**config.mk**
```make
export PLATFORM = sky130hd
export DESIGN_NAME = swdt_system_watchdog
export DESIGN_NICKNAME = d
export VERILOG_FILES = /design/src/rtl/swdt_system_watchdog.v
export VERILOG_INCLUDE_DIRS = /design/src /design/src/shared
export SDC_FILE = /design/constraint.sdc
export NUM_CORES = 1
export LEC_CHECK = 0
export BUFFER_PORTS_ARGS = -buffer_cell sky130_fd_sc_hd__buf_2
export CORE_MARGIN = 3
export CORE_UTILIZATION = 50
export DETAILED_ROUTE_END_ITERATION = 10
export PLACE_DENSITY = 0.68
export SLEW_MARGIN = 0
export SYNTH_ARGS = -nofsm -noshare
export SYNTH_HDL_FRONTEND = slang
export SYNTH_SLANG_ARGS = --single-unit
```
**constraint.sdc**
```tcl
create_clock -name mclk_in -period 4.8 [get_ports mclk_in]
set_input_delay 0.96 -clock mclk_in [delete_from_list [all_inputs] [get_ports mclk_in]]
set_output_delay 0.96 -clock mclk_in [all_outputs]
set_load 0.05 [all_outputs]
```
**src/shared/swdt_defs.vh**
```
/*
  Constants for the system watchdog countdown timer.
  Assumes a 100 MHz clock on mclk_in; the tick period is set by a prescaler.
*/
`ifndef SWDT_DEFS_VH
`define SWDT_DEFS_VH

`define SWDT_CLK_PERIOD_NS   10
`define SWDT_SEC_NS          1000000000
`define SWDT_SEC_CYCLES      (`SWDT_SEC_NS / `SWDT_CLK_PERIOD_NS)
`define SWDT_SECS_PER_MIN    60
`define SWDT_FINE_MAX        32'h000000FF
`define SWDT_RST_PULSE_CYC   16

`endif

```
**src/rtl/swdt_system_watchdog.v**
```verilog
/*
  System watchdog countdown timer with seconds or minutes resolution.
  Assumes commands are one-cycle pulses from logic on mclk_in, so no
  synchroniser is used, and that software initialises before anything else.
*/
`timescale 1ns/10ps
`include "swdt_defs.vh"

module swdt_system_watchdog #(
  parameter SEC_CYCLES = `SWDT_SEC_CYCLES,
  parameter RST_PULSE  = `SWDT_RST_PULSE_CYC
) (
  input  wire        mclk_in,
  input  wire        rst_in,
  input  wire        timer_init_cmd_in,
  input  wire        timeout_config_cmd_in,
  input  wire [31:0] timeout_seconds_in,
  input  wire        countdown_start_cmd_in,
  input  wire        countdown_kick_cmd_in,
  input  wire        countdown_stop_cmd_in,
  output wire        initialized_out,
  output wire        running_out,
  output wire        minute_mode_out,
  output wire [25:0] count_out,
  output wire        system_reset_out
);

  // Countdown state codes.
  localparam [1:0]  ST_IDLE   = 2'h0;
  localparam [1:0]  ST_RUN    = 2'h1;

  // Last prescaler value before a one-second tick.
  localparam [31:0] SEC_LAST  = SEC_CYCLES - 1;

  // Last seconds index before a one-minute tick.
  localparam [5:0]  MIN_LAST  = `SWDT_SECS_PER_MIN - 1;

  // Length of the system reset pulse in clock cycles.
  localparam [7:0]  PULSE_LEN = RST_PULSE;

  // Largest minute count that the 26-bit counter can hold.
  localparam [31:0] COUNT_MAX = 32'h03FFFFFF;

  // Configuration held between config commands.
  reg        initialized;
  reg        next_initialized;
  reg        cfg_minutes;
  reg        next_cfg_minutes;
  reg [25:0] cfg_count;
  reg [25:0] next_cfg_count;

  // Countdown state, remaining count and tick dividers.
  reg [1:0]  state;
  reg [1:0]  next_state;
  reg [25:0] count;
  reg [25:0] next_count;
  reg [31:0] presc;
  reg [31:0] next_presc;
  reg [5:0]  min_div;
  reg [5:0]  next_min_div;

  // Expiry strobe and reset pulse timer.
  reg        expire;
  reg [7:0]  rst_cnt;
  reg [7:0]  next_rst_cnt;
  reg        sys_rst;
  reg        next_sys_rst;

  wire        fine_req;
  wire [31:0] coarse;
  wire [25:0] coarse_cnt;
  wire        sec_tick;
  wire        min_last;
  wire        cnt_tick;
  wire        reload;
  wire        stop_now;
  wire        running;

  assign fine_req   = (timeout_seconds_in <= `SWDT_FINE_MAX);
  assign coarse     = timeout_seconds_in / `SWDT_SECS_PER_MIN + 32'h00000001;

  // Very long timeouts clip at the largest count rather than wrap.
  assign coarse_cnt = (coarse > COUNT_MAX) ? COUNT_MAX[25:0] : coarse[25:0];
  assign sec_tick   = (presc == SEC_LAST);
  assign min_last   = (min_div == MIN_LAST);
  assign cnt_tick   = sec_tick && (!cfg_minutes || min_last);
  assign reload     = countdown_start_cmd_in || countdown_kick_cmd_in;
  assign stop_now   = countdown_stop_cmd_in || !initialized;
  assign running    = (state == ST_RUN);

  // Init is sticky; a config before init is ignored.
  always @* begin
    next_initialized = initialized;
    next_cfg_minutes = cfg_minutes;
    next_cfg_count   = cfg_count;
    if (timer_init_cmd_in) begin
      next_initialized = 1'b1;
    end
    if (timeout_config_cmd_in && initialized) begin
      next_cfg_minutes = !fine_req;
      if (fine_req) begin
        next_cfg_count = timeout_seconds_in[25:0];
      end else begin
        next_cfg_count = coarse_cnt;
      end
    end
  end

  // Stop has priority over start or kick issued in the same cycle.
  always @* begin
    next_state   = state;
    next_count   = count;
    next_presc   = presc;
    next_min_div = min_div;
    expire       = 1'b0;
    if (stop_now) begin
      next_state   = ST_IDLE;
      next_presc   = 32'h00000000;
      next_min_div = 6'h00;
    end else if (reload) begin
      next_state   = ST_RUN;
      next_count   = cfg_count;
      next_presc   = 32'h00000000;
      next_min_div = 6'h00;
    end else begin
      case (state)
        ST_IDLE: begin
          next_state = ST_IDLE;
        end
        ST_RUN: begin
          if (sec_tick) begin
            next_presc = 32'h00000000;
          end else begin
            next_presc = presc + 32'h00000001;
          end
          if (sec_tick) begin
            if (min_last) begin
              next_min_div = 6'h00;
            end else begin
              next_min_div = min_div + 6'h01;
            end
          end
          // A zero count while running is expiry.
          if (count == 26'h0000000) begin
            next_state = ST_IDLE;
            expire     = 1'b1;
          end else if (cnt_tick) begin
            next_count = count - 26'h0000001;
          end
        end
        default: begin
          next_state = ST_IDLE;
        end
      endcase
    end
  end

  // A fixed-length reset pulse follows every expiry.
  always @* begin
    next_sys_rst = sys_rst;
    next_rst_cnt = rst_cnt;
    if (expire) begin
      next_sys_rst = 1'b1;
      next_rst_cnt = PULSE_LEN;
    end else if (rst_cnt > 8'h01) begin
      next_rst_cnt = rst_cnt - 8'h01;
    end else begin
      next_sys_rst = 1'b0;
      next_rst_cnt = 8'h00;
    end
  end

  // All state registers; the countdown stays idle after reset.
  always @(posedge mclk_in or posedge rst_in) begin
    if (rst_in) begin
      initialized <= 1'b0;
      cfg_minutes <= 1'b0;
      cfg_count   <= 26'h0000000;
      state       <= ST_IDLE;
      count       <= 26'h0000000;
      presc       <= 32'h00000000;
      min_div     <= 6'h00;
      rst_cnt     <= 8'h00;
      sys_rst     <= 1'b0;
    end else begin
      initialized <= next_initialized;
      cfg_minutes <= next_cfg_minutes;
      cfg_count   <= next_cfg_count;
      state       <= next_state;
      count       <= next_count;
      presc       <= next_presc;
      min_div     <= next_min_div;
      rst_cnt     <= next_rst_cnt;
      sys_rst     <= next_sys_rst;
    end
  end

  assign initialized_out  = initialized;
  assign running_out      = running;
  assign minute_mode_out  = cfg_minutes;
  assign count_out        = count;
  assign system_reset_out = sys_rst;

endmodule // swdt_system_watchdog

```
==> results.py <==
metrics = {
    "clock_tree": {
        "cts_tree": "done",
        "h-tree-depth": 3,
        "clkLatencyLatePin_ps": 340,
        "cts_buffers": 9,
        "clockBufferDepth": 2,
        "clock-sinks": 102,
        "root_buffer": "clkbuf_16",
        "path_clk_slew_ps": 60,
    },
    "sta": {
        "grt_setup_unrepaired": "yes",
        "max_slew_margin_pct": 32.26,
        "whs_ps": 495.6,
        "final_hold_viol_count": 0,
        "slew_violations": 0,
        "worst_pin_slew_ps": 1014,
        "fmax_mhz": 86.12,
        "final.min_clock_period_ps": 11610,
        "fin_crit_sh_pct": 241.9,
        "setup_ws_ps": -6812,
        "finalSetupViolCount": 26,
        "fin_skew_ps": 8.467,
    },
    "synth": {
        "avgSynthCellArea_sq_um": 7.774,
        "yosys.area.top_type_share_pct": 25.14,
        "synth_compound_area_share_pct": 32.24,
        "yosys.area_share.simple_pct": 27.22,
        "yosys.area.top_type": "dfrtp_1",
        "synthMuxAreaShare_pct": 3.031,
        "ys_warn_count": 0,
        "postSynthCellCount": 1306,
        "synthFlopType": "dfrtp_1",
        "synth_top_family_by_area": "compound AO/OA/AOI/OAI gates",
        "ys_types": 127,
        "synth_area_sq_um": 10150,
        "synthArstFlopShare_pct": 100.0,
        "ys_seq_elements": 102,
        "synth_fa_ha_area_share_pct": 1.442,
        "synth_edf_count": 0,
        "synth_nets": 1351,
        "yosysMostFrequentCell": "nor2_1",
        "ys_seq_area_share_pct": 25.14,
        "synthTopCellsByCount": "nor2_1, nand2_1, dfrtp_1, o21ai_0, a21oi_1",
        "synthTopCellsByArea": "dfrtp_1, nor2_1, o21ai_0",
        "synth_xor_area_share_pct": 6.457,
    },
    "setup_path": {
        "cp-startpoint": "timeout_seconds_in[26]",
        "cp-end-kind": "flip-flop",
        "crit_slowest_cell": "or3_4",
        "crit_path_frequent_cell": "buf_4",
        "worstPathMaxFanout": 7,
        "start_kind": "primary input",
        "r2r-start": "count_out[4]",
        "criticalPathCategory": "primary input to flip-flop",
        "max_stage_delay_ps": 410,
        "worstPathArrival_ps": 11830,
        "crit_required_ps": 5020,
    },
    "placed_design": {
        "place_hpwl_um": 25020,
        "gp_congestion": 0.9627,
        "portBuffers": 68,
    },
    "floorplan": {
        "io_pins": 69,
        "die_h_um": 148.5,
        "num_rows": 51,
        "die_w_um": 148.5,
        "start_util_pct": 51.49,
        "die_area_sq_um": 22050,
        "core_sq_um": 19720,
    },
    "cells_and_area": {
        "diodes": 0,
        "area_growth_pct": 50.44,
        "nNetsFinal": 1765,
        "layout-drive-gt1-share_pct": 42.52,
    },
    "drt": {
        "wl_um": 37190,
        "ant_nets": 0,
        "drt_pass1_iterations": 6,
        "wl_per_cell_um": 18.70,
        "vias": 12430,
        "vias_per_cell": 6.249,
        "drt_iter0_drc": 1104,
        "drc_errors": 0,
    },
    "hold_path": {
        "min_from": "cfg_count[6]",
        "hold_path_class": "flip-flop to flip-flop",
    },
    "outcome": {
        "violations": "setup timing",
        "status": "finished, violations left",
    },
    "grt": {
        "grt_overflow": 0,
        "grt_pass1_wl_um": 57090,
        "grt_max_degree": 76,
        "first_global_vias": 11690,
        "antenna_found_initial": 0,
        "grt.total_usage_pct": 30.72,
    },
    "flow_run": {
        "drv_cap": 0,
    },
}
==> area by class of cell <==
cell class                      count  area, sq um
Multi-Input combinational cell   1105         8472
Clock inverter                      4        25.02
Timing Repair Buffer              460         3501
Fill cell                        1395         4443
Inverter                           42        160.2
Tap cell                          265        331.6
Sequential cell                   102         2552
Clock buffer                       11        232.7
==> placed cells by master, fill, tap and decap left out, drive strengths merged, types with 14 or more instances in the layout <==
cell,n
xor2,36
nor3,59
nand4,24
inv,40
o211a,14
xnor2,35
a211oi,17
dfrtp,102
a21oi,99
mux2i,14
buf,459
o211ai,24
o22ai,14
nor2,138
nand2,126
or3,19
o21ai,115
nor4,17
nand3,62
and2,22
==> flip-flops by register name, summed over array words and instances (netlist names) <==
signal	cells
presc	32
cfg_count	26
count_out	26
rst_cnt	8
min_div	6
initialized_out	1
minute_mode_out	1
state	1
system_reset_out	1
==> per-layer routing <==
layer / vias up / routed length [um] / track usage (%)
met2: 518 / 17800 / 50.63
li1: 5807 / - / -
met1: 5988 / 15950 / 41.10
met5: - / 0 / 0
met3: 116 / 2071 / 3.991
met4: 0 / 1375 / 12.10
==> critical path, delay by kind of cell <==
kind | cells | cell delay [ps]
AOI/OAI and AO/OA | 23 | 5540
xor gates and xnor gates | 2 | 410
adders and majority gates | 1 | 190
buffers and inverters | 10 | 1470
muxes | 3 | 1020
and+or+nand+nor | 12 | 2190
==> timing repair <==
action	4_1_cts	5_1_grt
gates resized for setup	163	96
gates cloned	2	1
setup endpoints to repair	26	51
pin swaps	86	81
buffers inserted	43	30
hold buffers	0	0
==> metrics by stage <==
step | worst slack, ps | util, % | instance area, sq um | instances | setup TNS [ps]
after floorplan | -6267 | - | 10380 | 1306 | -159910
after global placement | -6847 | 66.62 | 13140 | 1900 | -174650
after detailed placement | -7130 | 66.62 | 13140 | 1900 | -182890
after CTS | -6132 | 73.49 | 14490 | 1959 | -157710
after global routing | -7135 | 77.47 | 15270 | 1989 | -184040
final | -6812 | 77.47 | 15270 | 1989 | -175370
==> kinds of logic after synthesis <==
family,count (synthesis)
flip-flops,102
AND/OR/NAND/NOR,542
XOR/XNOR,71
buffers and inverters,100
multiplexers,24
AO/OA/AOI/OAI,454
adder cells (fa/ha/maj),13
==> worst paths after layout <==
check	end	slack, ps	depth (start not counted)
worst min-delay path	cfg_count[6]	500	2
worst max register to register	count_out[0]	570	19
worst min register to register	cfg_count[6]	500	2
min in group asynchronous	count_out[15]	830	2
worst max-delay path	cfg_count[23]	-6810	51
max in group asynchronous	rst_cnt[2]	3050	3
Power is not shown: default switching activity piles up to over one toggle a cycle in this logic, so the estimate is an artifact.
